==> src/design/drb_map.svh <==
// drb_map.svh: offsets, bit positions, codes and reset values of the
// diagnostic record builder; assumes nothing beyond the preprocessor
`ifndef DRB_MAP_SVH
`define DRB_MAP_SVH

// byte index of each record byte; byte 0 sits in bits 7:0 of the word
`define DRB_OFS_SUMMARY        4'h0
`define DRB_OFS_CLASS_INFO     4'h1
`define DRB_OFS_SUPPLY_FLAG    4'h2
`define DRB_OFS_LOST_FLAG      4'h3
`define DRB_OFS_EXT_LOST_BASE  4'h8

// bit positions inside the 32-bit basic record
`define DRB_B0_MOD_FAIL        0
`define DRB_B0_INT_ERR         1
`define DRB_B0_EXT_ERR         2
`define DRB_B0_CHAN_ERR        3
`define DRB_B0_EXT_SUP_MISS    4
`define DRB_B1_CLASS_LSB       8
`define DRB_B1_CHAN_INFO       12
`define DRB_B2_INT_SUP_MISS    20
`define DRB_B3_LOST            30

// module class codes
`define DRB_CLASS_DIGITAL      4'hF
`define DRB_CLASS_FUNCTION     4'h8

// record sizes in bytes
`define DRB_REC0_BYTES         4
`define DRB_REC1_BYTES         16

// record set selectors of the read service
`define DRB_SET_BASIC          1'h0
`define DRB_SET_EXTENDED       1'h1

// reset values
`define DRB_RST_RECORD         32'h0000_0000
`define DRB_RST_BYTE           8'h00

`endif

==> src/design/drb_pkg.sv <==
// drb_pkg: types shared by the diagnostic record builder files
// assumes drb_map.svh is on the include path
package drb_pkg;
   // sequencer of the diagnostic handler calls
   typedef enum logic [0:0] {
      st_idle,
      st_call
   } drb_state_type;

   typedef logic [31:0] drb_record_type;
endpackage

==> src/design/drb_diag_record_builder.sv <==
// drb_diag_record_builder: diagnostic record builder of the I/O and
// function channels; tracks errors, calls the diagnostic handler,
// writes buffer entries and serves record reads.
// assumes software on the same clk and the module reset; fault inputs
// are pins and are synchronised here, all other inputs are synchronous.
//
// Functional notes
// - every diagnostic handler call writes one buffer entry with cause and module address.
// - with the diagnostic interrupt disabled the latest event still stays readable.
// - with the diagnostic function on, the basic record is loaded into local dword 8 on the same edge the call starts.
// - the read service also returns the extended record set 1.
// - after the handler exits the local dword 8 copy is dropped.
// - summary bit 0 flags lost interrupts, missing supplies and output overload.
// - summary bit 1 flags missing supplies and output overload.
// - summary bits 2, 3, 4 flag external, channel and external supply errors; 7:5 are zero.
// - byte 1 bits 3:0 hold the module class, bits 7:5 read zero.
// - byte 1 bit 4 flags channel information for lost interrupt, supply or overload.
// - byte 2 bit 4 flags a missing internal supply, all other bits are zero.
// - incoming byte 3 bit 6 flags a lost process interrupt, others are zero.
// - an outgoing message goes out only while the interrupt enable is still on.
// - the basic record layout is the same in every channel mode.
// - record set 1 is the four basic bytes plus twelve module bytes.
// - a repeat process event while its handler runs raises a diagnostic interrupt.
`include "drb_map.svh"
module drb_diag_record_builder
   import drb_pkg::*;
#(
   parameter int       NUM_EVENTS    = 32,
   parameter int       EVENT_ID_W    = 5,
   parameter logic [6:0] CHAN_TYPE   = 7'h70,
   parameter logic [7:0] DIAG_BITS   = 8'h08,
   parameter logic [7:0] NUM_CHANNELS = 8'h08
) (
   // clock and reset
   input  wire logic                  clk,
   input  wire logic                  reset_n,
   // configuration
   input  wire logic                  diag_int_enable,
   input  wire logic                  diag_function_enable,
   input  wire logic                  function_module,
   input  wire logic                  more_chan_types,
   input  wire logic [15:0]           module_address,
   // fault pins
   input  wire logic                  input_supply_group_missing,
   input  wire logic                  output_supply_missing,
   input  wire logic                  output_overload,
   input  wire logic                  external_error,
   input  wire logic                  channel_error,
   input  wire logic                  external_supply_missing,
   // process events
   input  wire logic                  proc_event,
   input  wire logic [EVENT_ID_W-1:0] proc_event_id,
   input  wire logic                  process_event_handler_busy,
   // diagnostic handler
   output logic                       diag_call_ff,
   output logic                       diag_outgoing_ff,
   output logic [31:0]                diag_local_dword8_ff,
   input  wire logic                  diag_handler_done,
   // diagnostic buffer
   output logic                       buf_entry_valid_ff,
   output logic                       buf_entry_outgoing_ff,
   output logic [7:0]                 buf_entry_cause_ff,
   output logic [15:0]                buf_entry_addr_ff,
   // record read service
   input  wire logic                  rd_req,
   input  wire logic                  rd_set,
   input  wire logic [3:0]            rd_index,
   output logic                       rd_valid_ff,
   output logic [7:0]                 rd_data_ff
);
   localparam int NUM_FAULTS = 6;

   // reset release
   logic rst_s1_ff;
   logic rst_s2_ff;
   logic rst_n;

   always_ff @(posedge clk or negedge reset_n) begin
      if (!reset_n) begin
         rst_s1_ff <= 1'b0;
         rst_s2_ff <= 1'b0;
      end else begin
         rst_s1_ff <= 1'b1;
         rst_s2_ff <= rst_s1_ff;
      end
   end
   assign rst_n = rst_s2_ff;

   // fault pins
   logic [NUM_FAULTS-1:0] fault_pins;
   logic [NUM_FAULTS-1:0] fault_lvl;

   assign fault_pins = {external_supply_missing, channel_error,
                        external_error, output_overload,
                        output_supply_missing, input_supply_group_missing};

   drb_sync #(
      .WIDTH (NUM_FAULTS)
   ) u_fault_sync (
      .clk       (clk),
      .reset_n   (rst_n),
      .async_in  (fault_pins),
      .level_out (fault_lvl)
   );

   // process event supervision
   logic [NUM_EVENTS-1:0] serving_ff;
   logic [NUM_EVENTS-1:0] lost_bits_ff;
   logic                  busy_prev_ff;
   logic [NUM_EVENTS-1:0] event_onehot;
   logic                  handler_end;
   logic [NUM_EVENTS-1:0] lost_set;
   logic [NUM_EVENTS-1:0] nxt_serving;
   logic [NUM_EVENTS-1:0] nxt_lost_bits;

   assign event_onehot = proc_event ?
      (NUM_EVENTS'(1) << proc_event_id) : '0;
   assign handler_end  = busy_prev_ff & ~process_event_handler_busy;
   assign lost_set     = event_onehot & serving_ff &
                         {NUM_EVENTS{process_event_handler_busy}};
   // the handler finishing releases served events; a new one still lands
   assign nxt_serving  = (handler_end ? '0 : serving_ff) | event_onehot;
   assign nxt_lost_bits = (handler_end ? '0 : lost_bits_ff) | lost_set;

   always_ff @(posedge clk or negedge rst_n) begin
      if (!rst_n) begin
         serving_ff   <= '0;
         lost_bits_ff <= '0;
         busy_prev_ff <= 1'b0;
      end else begin
         serving_ff   <= nxt_serving;
         lost_bits_ff <= nxt_lost_bits;
         busy_prev_ff <= process_event_handler_busy;
      end
   end

   // error condition tracking
   logic [NUM_FAULTS:0] cond;
   logic [NUM_FAULTS:0] cond_prev_ff;
   logic                new_err;
   logic                all_clear;
   logic [NUM_FAULTS:0] fmt_cond;
   logic [3:0]          class_code;
   logic [31:0]         fmt_record;

   assign cond       = {|lost_bits_ff, fault_lvl};
   assign new_err    = |(cond & ~cond_prev_ff);
   assign all_clear  = ~|cond & |cond_prev_ff;
   // the outgoing record describes the errors that just went away
   assign fmt_cond   = all_clear ? cond_prev_ff : cond;
   assign class_code = function_module ? `DRB_CLASS_FUNCTION
                                       : `DRB_CLASS_DIGITAL;

   always_ff @(posedge clk or negedge rst_n) begin
      if (!rst_n) begin
         cond_prev_ff <= '0;
      end else begin
         cond_prev_ff <= cond;
      end
   end

   drb_record_format u_format (
      .class_code   (class_code),
      .lost         (fmt_cond[6]),
      .in_sup_miss  (fmt_cond[0]),
      .out_sup_miss (fmt_cond[1]),
      .overload     (fmt_cond[2]),
      .ext_err      (fmt_cond[3]),
      .chan_err     (fmt_cond[4]),
      .ext_sup_miss (fmt_cond[5]),
      .outgoing     (all_clear),
      .record       (fmt_record)
   );

   // latest event, kept whether or not the interrupt is enabled
   logic [31:0]           rec_last_ff;
   logic [NUM_EVENTS-1:0] lost_last_ff;
   logic                  any_event;

   assign any_event = new_err | all_clear;

   always_ff @(posedge clk or negedge rst_n) begin
      if (!rst_n) begin
         rec_last_ff  <= `DRB_RST_RECORD;
         lost_last_ff <= '0;
      end else if (any_event) begin
         rec_last_ff  <= fmt_record;
         lost_last_ff <= all_clear ? '0 : lost_bits_ff;
      end
   end

   // pending handler calls
   logic        in_pend_ff;
   logic        out_pend_ff;
   logic [31:0] in_rec_ff;
   logic [31:0] out_rec_ff;
   logic        launch_in;
   logic        launch_out;
   logic        in_set;
   logic        out_set;
   logic        nxt_in_pend;
   logic        nxt_out_pend;
   drb_state_type state_ff;
   drb_state_type nxt_state;

   assign in_set     = new_err & diag_int_enable;
   assign out_set    = all_clear & diag_int_enable;
   // incoming calls go first; disabling drops what still waits
   assign launch_in  = (state_ff == st_idle) & in_pend_ff &
                       diag_int_enable;
   assign launch_out = (state_ff == st_idle) & ~in_pend_ff &
                       out_pend_ff & diag_int_enable;
   // a new event in the launch cycle survives the launch
   assign nxt_in_pend  = (in_pend_ff & ~launch_in & diag_int_enable) |
                         in_set;
   assign nxt_out_pend = (out_pend_ff & ~launch_out & diag_int_enable) |
                         out_set;

   always_ff @(posedge clk or negedge rst_n) begin
      if (!rst_n) begin
         in_pend_ff  <= 1'b0;
         out_pend_ff <= 1'b0;
         in_rec_ff   <= `DRB_RST_RECORD;
         out_rec_ff  <= `DRB_RST_RECORD;
      end else begin
         in_pend_ff  <= nxt_in_pend;
         out_pend_ff <= nxt_out_pend;
         if (in_set) begin
            in_rec_ff <= fmt_record;
         end
         if (out_set) begin
            out_rec_ff <= fmt_record;
         end
      end
   end

   // handler sequencer
   logic        launch;
   logic [31:0] launch_rec;
   logic        call_end;

   assign launch     = launch_in | launch_out;
   assign launch_rec = launch_in ? in_rec_ff : out_rec_ff;
   assign call_end   = (state_ff == st_call) & diag_handler_done;

   always_comb begin
      nxt_state = state_ff;
      unique case (state_ff)
         st_idle: begin
            if (launch) begin
               nxt_state = st_call;
            end
         end
         st_call: begin
            if (diag_handler_done) begin
               nxt_state = st_idle;
            end
         end
      endcase
   end

   always_ff @(posedge clk or negedge rst_n) begin
      if (!rst_n) begin
         state_ff <= st_idle;
      end else begin
         state_ff <= nxt_state;
      end
   end

   // handler outputs
   logic [31:0] nxt_dword8;

   // record in dword 8 at call
   assign nxt_dword8 = (launch & diag_function_enable) ? launch_rec :
                       call_end ? `DRB_RST_RECORD : diag_local_dword8_ff;

   always_ff @(posedge clk or negedge rst_n) begin
      if (!rst_n) begin
         diag_call_ff         <= 1'b0;
         diag_outgoing_ff     <= 1'b0;
         diag_local_dword8_ff <= `DRB_RST_RECORD;
      end else begin
         diag_local_dword8_ff <= nxt_dword8;
         if (launch) begin
            diag_call_ff     <= 1'b1;
            diag_outgoing_ff <= launch_out;
         end else if (call_end) begin
            diag_call_ff     <= 1'b0;
         end
      end
   end

   // diagnostic buffer entry
   // one entry per call
   always_ff @(posedge clk or negedge rst_n) begin
      if (!rst_n) begin
         buf_entry_valid_ff    <= 1'b0;
         buf_entry_outgoing_ff <= 1'b0;
         buf_entry_cause_ff    <= `DRB_RST_BYTE;
         buf_entry_addr_ff     <= 16'h0000;
      end else begin
         buf_entry_valid_ff <= launch;
         if (launch) begin
            buf_entry_outgoing_ff <= launch_out;
            buf_entry_cause_ff    <= launch_rec[7:0];
            buf_entry_addr_ff     <= module_address;
         end
      end
   end

   // extended record
   logic [3:0]                 grp_err;
   logic [`DRB_REC1_BYTES*8-1:0] rec1_vec;
   logic [7:0]                 rec1_byte;
   logic [7:0]                 rec0_byte;
   logic [7:0]                 rd_byte;
   logic [NUM_EVENTS-1:0]      lost_word;

   // group error flags, one per byte of lost events
   for (genvar g = 0; g < 4; g++) begin : g_grp
      assign grp_err[g] = |lost_word[g*8 +: 8];
   end

   assign lost_word = lost_last_ff;

   // four basic bytes then twelve module bytes
   assign rec1_vec = {32'h0000_0000,
                      lost_word,
                      {4'h0, grp_err},
                      NUM_CHANNELS,
                      DIAG_BITS,
                      {more_chan_types, CHAN_TYPE},
                      rec_last_ff};

   assign rec1_byte = rec1_vec[rd_index*8 +: 8];
   // basic set reads zero beyond its four bytes
   assign rec0_byte = (rd_index < 4'(`DRB_REC0_BYTES)) ?
                      rec_last_ff[rd_index[1:0]*8 +: 8] : `DRB_RST_BYTE;
   assign rd_byte   = (rd_set == `DRB_SET_EXTENDED) ? rec1_byte
                                                    : rec0_byte;

   // record read service
   always_ff @(posedge clk or negedge rst_n) begin
      if (!rst_n) begin
         rd_valid_ff <= 1'b0;
         rd_data_ff  <= `DRB_RST_BYTE;
      end else begin
         rd_valid_ff <= rd_req;
         if (rd_req) begin
            rd_data_ff <= rd_byte;
         end
      end
   end
endmodule

==> src/design/drb_sync.sv <==
// drb_sync: three-flop synchroniser for asynchronous levels
// assumes reset_n is already synchronous to clk
module drb_sync #(
   parameter int WIDTH = 1
) (
   // clock and reset
   input  wire logic             clk,
   input  wire logic             reset_n,
   // levels
   input  wire logic [WIDTH-1:0] async_in,
   output logic      [WIDTH-1:0] level_out
);
   logic [WIDTH-1:0] s1_ff;
   logic [WIDTH-1:0] s2_ff;
   logic [WIDTH-1:0] s3_ff;
   logic [WIDTH-1:0] agree;
   logic [WIDTH-1:0] nxt_level;

   // a bit only moves once stages two and three agree
   assign agree     = ~(s2_ff ^ s3_ff);
   assign nxt_level = (agree & s3_ff) | (~agree & level_out);

   always_ff @(posedge clk or negedge reset_n) begin
      if (!reset_n) begin
         s1_ff     <= '0;
         s2_ff     <= '0;
         s3_ff     <= '0;
         level_out <= '0;
      end else begin
         s1_ff     <= async_in;
         s2_ff     <= s1_ff;
         s3_ff     <= s2_ff;
         level_out <= nxt_level;
      end
   end
endmodule

==> src/design/drb_record_format.sv <==
// drb_record_format: builds the four bytes of the basic record
// assumes error levels are already synchronous to clk
`include "drb_map.svh"
module drb_record_format (
   // module class, error causes and direction
   input  wire logic [3:0] class_code,
   input  wire logic       lost,
   input  wire logic       in_sup_miss,
   input  wire logic       out_sup_miss,
   input  wire logic       overload,
   input  wire logic       ext_err,
   input  wire logic       chan_err,
   input  wire logic       ext_sup_miss,
   input  wire logic       outgoing,
   // record
   output logic [31:0]     record
);
   logic sup_miss;
   logic internal;
   logic chan_info;

   assign sup_miss  = in_sup_miss | out_sup_miss;
   assign internal  = sup_miss | overload;
   assign chan_info = lost | internal;

   always_comb begin
      record = `DRB_RST_RECORD;
      record[`DRB_B0_MOD_FAIL]     = lost | internal;
      record[`DRB_B0_INT_ERR]      = internal;
      record[`DRB_B0_EXT_ERR]      = ext_err;
      record[`DRB_B0_CHAN_ERR]     = chan_err;
      record[`DRB_B0_EXT_SUP_MISS] = ext_sup_miss;
      record[`DRB_B1_CLASS_LSB +: 4] = class_code;
      record[`DRB_B1_CHAN_INFO]    = chan_info;
      record[`DRB_B2_INT_SUP_MISS] = sup_miss;
      record[`DRB_B3_LOST]         = lost & ~outgoing;
   end
endmodule

==> config.mk <==
export PLATFORM = sky130hd
export DESIGN_NAME = drb_diag_record_builder
export DESIGN_NICKNAME = d
export VERILOG_FILES = /design/src/design/drb_pkg.sv /design/src/design/drb_diag_record_builder.sv /design/src/design/drb_sync.sv /design/src/design/drb_record_format.sv
export VERILOG_INCLUDE_DIRS = /design/src /design/src/design
export SDC_FILE = /design/constraint.sdc
export NUM_CORES = 1
export LEC_CHECK = 0
export BUFFER_PORTS_ARGS = -buffer_cell sky130_fd_sc_hd__buf_2
export CELL_PAD_IN_SITES_DETAIL_PLACEMENT = 0
export CELL_PAD_IN_SITES_GLOBAL_PLACEMENT = 1
export CORE_MARGIN = 5
export CORE_UTILIZATION = 40
export DETAILED_ROUTE_END_ITERATION = 8
export PLACE_DENSITY_LB_ADDON = 0.1
export REMOVE_ABC_BUFFERS = 1
export SETUP_SLACK_MARGIN = 0.15
export SYNTH_ARGS = -nofsm -noshare
export SYNTH_HDL_FRONTEND = slang
export SYNTH_SLANG_ARGS = --single-unit
==> constraint.sdc <==
create_clock -name clk -period 9.55 [get_ports clk]
set_input_delay 0.955 -clock clk [delete_from_list [all_inputs] [get_ports clk]]
set_output_delay 0.955 -clock clk [all_outputs]
set_load 0.05 [all_outputs]
==> metrics.md <==
| Metric | Value |
|---|---|
| Tot GR Track Use | `16.0%` |
| Core Util, Final | `46.8%` |
| Largest family of logic cells by synthesized area | `compound AO/OA/AOI/OAI gates` |
| Core region area | `0.0208 sq mm` |
| Pleak | `4.53 nW` |
| Port bufs | `87` |
| First-pass GRT wire length | `31.8 mm` |
| Class of the worst hold path | `input port to asynchronous set/reset pin` |
| Placer Congestion | `0.797` |
| Via count | `5812` |
| Final antenna-violating net count | `0` |
| Mux contribution to synthesized area | `6.21%` |
| Post-Synth Simple-Gate Area | `11.7%` |
| Clk_skew | `0.0159 ns` |
| Status | `finished, final reports clean` |
| CP max FO | `29` |
| Synth Area in Compound Gates | `15.9%` |
| Diode count | `0` |
| Fraction of registers with async set/reset | `100%` |
| Seq/Total Area, Yosys | `60.4%` |
| Slew at the pin closest to its max-slew limit | `1.22 ns` |
| Die footprint | `0.0239 sq mm` |
| Slowest-stage cell, CP | `o21ai_2` |
| Clk sinks | `202` |
| Power Dens Cells | `239 mW/mm^2` |
| Hold-fix buffers, CTS | `0` |
| Hold Vio Cnt, Final | `0` |
| NumNets Final | `847` |
| Max clock buf depth | `3` |
| Clock Latency Late Sink | `0.51 ns` |
| Startpoint Class | `flip-flop` |
| Core Rows | `53` |
| Worst reg2reg path endpoint | `diag_local_dword8_ff[12]` |
| Distinct cells, synth | `53` |
| Setup TNS | `0 ns` |
| Number of global-route vias before repair | `5935` |
| Crit. End Element | `flip-flop` |
| Top FF cell, synth | `dfrtp_1` |
| Final cell area excluding filler cells | `0.00975 sq mm` |
| Post-CTS setup buffers | `0` |
| Clock transition at path regs | `0.06 ns` |
| CTS buffer count | `23` |
| EDFF count, synth | `0` |
| Tot Pwr | `0.00233 W` |
| Crit path required time | `9.96 ns` |
| Max stage delay on crit path | `0.82 ns` |
| Critical path data arrival time | `3.49 ns` |
| Initial DRC count | `358` |
| Reg2Reg Depth | `5` |
| Clock Root Buffer | `clkbuf_16` |
| Initial Util | `40.2%` |
| Layout area overhead | `16.5%` |
| XOR/XNOR share of the synthesized area | `0%` |
| CTS tree | `built` |
| Max-slew violation count | `0` |
| Post-Synth Adder-Cell Area | `0.718%` |
| Post-Syn Area | `0.00836 sq mm` |
| Initial antenna violation count | `0` |
| H-tree levels | `1` |
| Crit-path cells | `o21ai_2 -> clkinv_1 -> nand2_1 -> and2_1 -> o2bb2ai_1` |
| Slew HR | `18.8%` |
| Initial DRT Pass Iterations | `5` |
| Die Span Y | `155 um` |
| Wire length per cell | `17.5 um` |
| Max Freq | `325 MHz` |
| Area post-placement | `0.00892 sq mm` |
| Post-layout min period | `3.08 ns` |
| Ports | `111` |
| R2r startpoint | `in_pend_ff` |
| Crit path kind | `flip-flop to flip-flop` |
| Post-Syn Instances | `732` |
| Routed wire length | `19.2 mm` |
| Pin count of the biggest net entering global routing | `69` |
| Yosys reg bits | `202` |
| CTS resizes | `0` |
| Grt ovf | `0` |
| Via density | `5.30` |
| Setup violators final | `0` |
| Share of cells above drive strength 1 | `20.2%` |
| RSZ-0062 raised after global routing | `false` |
| Ys Warns | `0` |
| DP HPWL | `13.6 mm` |
| R2R Setup Slk | `6.47 ns` |
| Tcrit/Tclk final | `32.3%` |
| Worst vdd ir | `105 uV` |
| DRC | `0` |
| Post-Syn Area per Cell | `11.4 sq um` |
| Die Wd | `155 um` |
| Maxcap violations | `0` |
[worst max-delay path: cells and delay by family, from the launching register on]
| kind | cells | cell delay [ns] |
|---|---|---|
| and+or+nand+nor | 2 | 0.87 |
| AOI/OAI and AO/OA | 2 | 0.98 |
| DFF | 1 | 0.42 |
| buffers and inverters | 1 | 0.72 |
[synthesized netlist by cell type, types with 3 or more instances]
| cell | instances | area [sq um] |
|---|---|---|
| mux2_2 | 15 | 169 |
| nor4_1 | 16 | 100 |
| maj3_1 | 6 | 60.1 |
| buf_1 | 6 | 22.5 |
| o22ai_1 | 3 | 18.8 |
| mux4_2 | 8 | 180 |
| nand2b_1 | 16 | 100 |
| and2_1 | 5 | 31.3 |
| a2bb2oi_1 | 3 | 26.3 |
| o31ai_1 | 3 | 22.5 |
| nor2_1 | 23 | 86.3 |
| inv_1 | 12 | 45.0 |
| nand4_1 | 3 | 18.8 |
| a21o_1 | 3 | 22.5 |
| nor3b_1 | 3 | 22.5 |
| a22o_1 | 21 | 184 |
| mux2i_1 | 17 | 170 |
| nand2_1 | 113 | 424 |
| buf_4 | 27 | 203 |
| buf_2 | 3 | 15.0 |
| o21ai_0 | 88 | 440 |
| nand3_1 | 6 | 30.0 |
| clkbuf_1 | 29 | 109 |
| nand3b_1 | 3 | 22.5 |
| o2bb2ai_1 | 9 | 78.8 |
| a21oi_1 | 16 | 80.1 |
| a32o_1 | 32 | 320 |
| dfrtp_1 | 202 | 5050 |
| nor3_1 | 6 | 30.0 |
| o221ai_1 | 3 | 26.3 |
[cell families after synthesis]
kind of cell / Yosys count
DFF: 202
and+or+nand+nor: 208
adders and majority gates: 6
AOI/OAI and AO/OA: 195
buffers and inverters: 79
muxes: 40
other: 2
[power by group]
part	switching, W	total (W)	internal [W]	leakage, nW
sequential	0.0000528	0.000990	0.000938	2.63
combinational	0.000307	0.000408	0.000102	1.49
clock	0.000339	0.000934	0.000595	0.412
[area by class of cell]
cell class | instances | area [sq um]
inverters | 13 | 48.8
clock inverters | 7 | 120
repair buffers | 92 | 473
well taps | 275 | 344
clock buffers | 35 | 711
fillers | 1969 | 11100
flip-flops and latches | 202 | 5060
multi-input cells | 473 | 2990
[worst max path at each step]
stage / slack, ns / startpoint / end
2_1_floorplan: 3.50 / rst_n / asynchronous set/reset pin
3_3_place_gp: 6.05 / diag_int_enable / diag_local_dword8_ff[11]
3_5_place_dp: 5.93 / diag_int_enable / diag_local_dword8_ff[3]
4_1_cts: 6.38 / in_pend_ff / diag_local_dword8_ff[12]
5_1_grt: 6.04 / in_pend_ff / diag_local_dword8_ff[4]
6_report: 6.47 / in_pend_ff / diag_local_dword8_ff[12]
[flip-flops by register name, summed over array words and instances (netlist names), 5 cells and up, named ones only]
| name | count |
|---|---|
| buf_entry_addr_ff | 16 |
| in_rec_ff | 9 |
| cond_prev_ff | 7 |
| u_fault_sync.s2_ff | 6 |
| serving_ff | 32 |
| out_rec_ff | 9 |
| diag_local_dword8_ff | 9 |
| u_fault_sync.s3_ff | 6 |
| lost_last_ff | 32 |
| rec_last_ff | 9 |
| buf_entry_cause_ff | 5 |
| rd_data_ff | 8 |
| lost_bits_ff | 32 |
| u_fault_sync.s1_ff | 6 |
[routing by layer]
metal | vias up | GRT usage, % | share of wire, %
met2 | 167 | 25.4 | 46
li1 | 2756 | - | -
met5 | - | 0 | 0
met1 | 2850 | 22.7 | 46
met3 | 39 | 2.94 | 5.4
met4 | 0 | 4.75 | 3.0
[cell usage in the layout (no fill, tap or decap), types with 3 or more instances in the layout]
master     synthesis  layout
and2_1             5       5
nor3_1             6       6
o31ai_1            3       3
bufinv_16          0       3
dfrtp_1          202     201
mux4_2             8       8
nor2_1            23      23
o221ai_1           3       3
inv_1             12      12
clkbuf_8           0       9
nor3b_1            3       3
a2bb2oi_1          3       3
clkbuf_16          0      23
nand2b_1          16      15
nand2_1          113     113
nand4_1            3       3
mux2_2            15      15
a21oi_1           16      15
nor4_1            16      16
o21ai_0           88      86
nand3_1            6       6
mux2i_1           17      17
buf_4             27       5
o2bb2ai_1          9       9
o22ai_1            3       3
buf_2              3      87
a32o_1            32      32
clkbuf_1          29       3
a22o_1            21      21
maj3_1             6       6
a21o_1             3       3
conb_1             2      24
nand3b_1           3       3
[stage by stage]
stage | instances | setup WS [ns] | hold slack, ns
global placement | 1055 | 6.05 | 0.333
CTS | 1097 | 6.38 | 0.197
global route | 1097 | 6.04 | 0.199
finish | 1097 | 6.47 | 0.221
detailed placement | 1055 | 5.93 | 0.339
floorplan | 688 | 3.50 | 0.331
(Power assumes the default switching activity.)
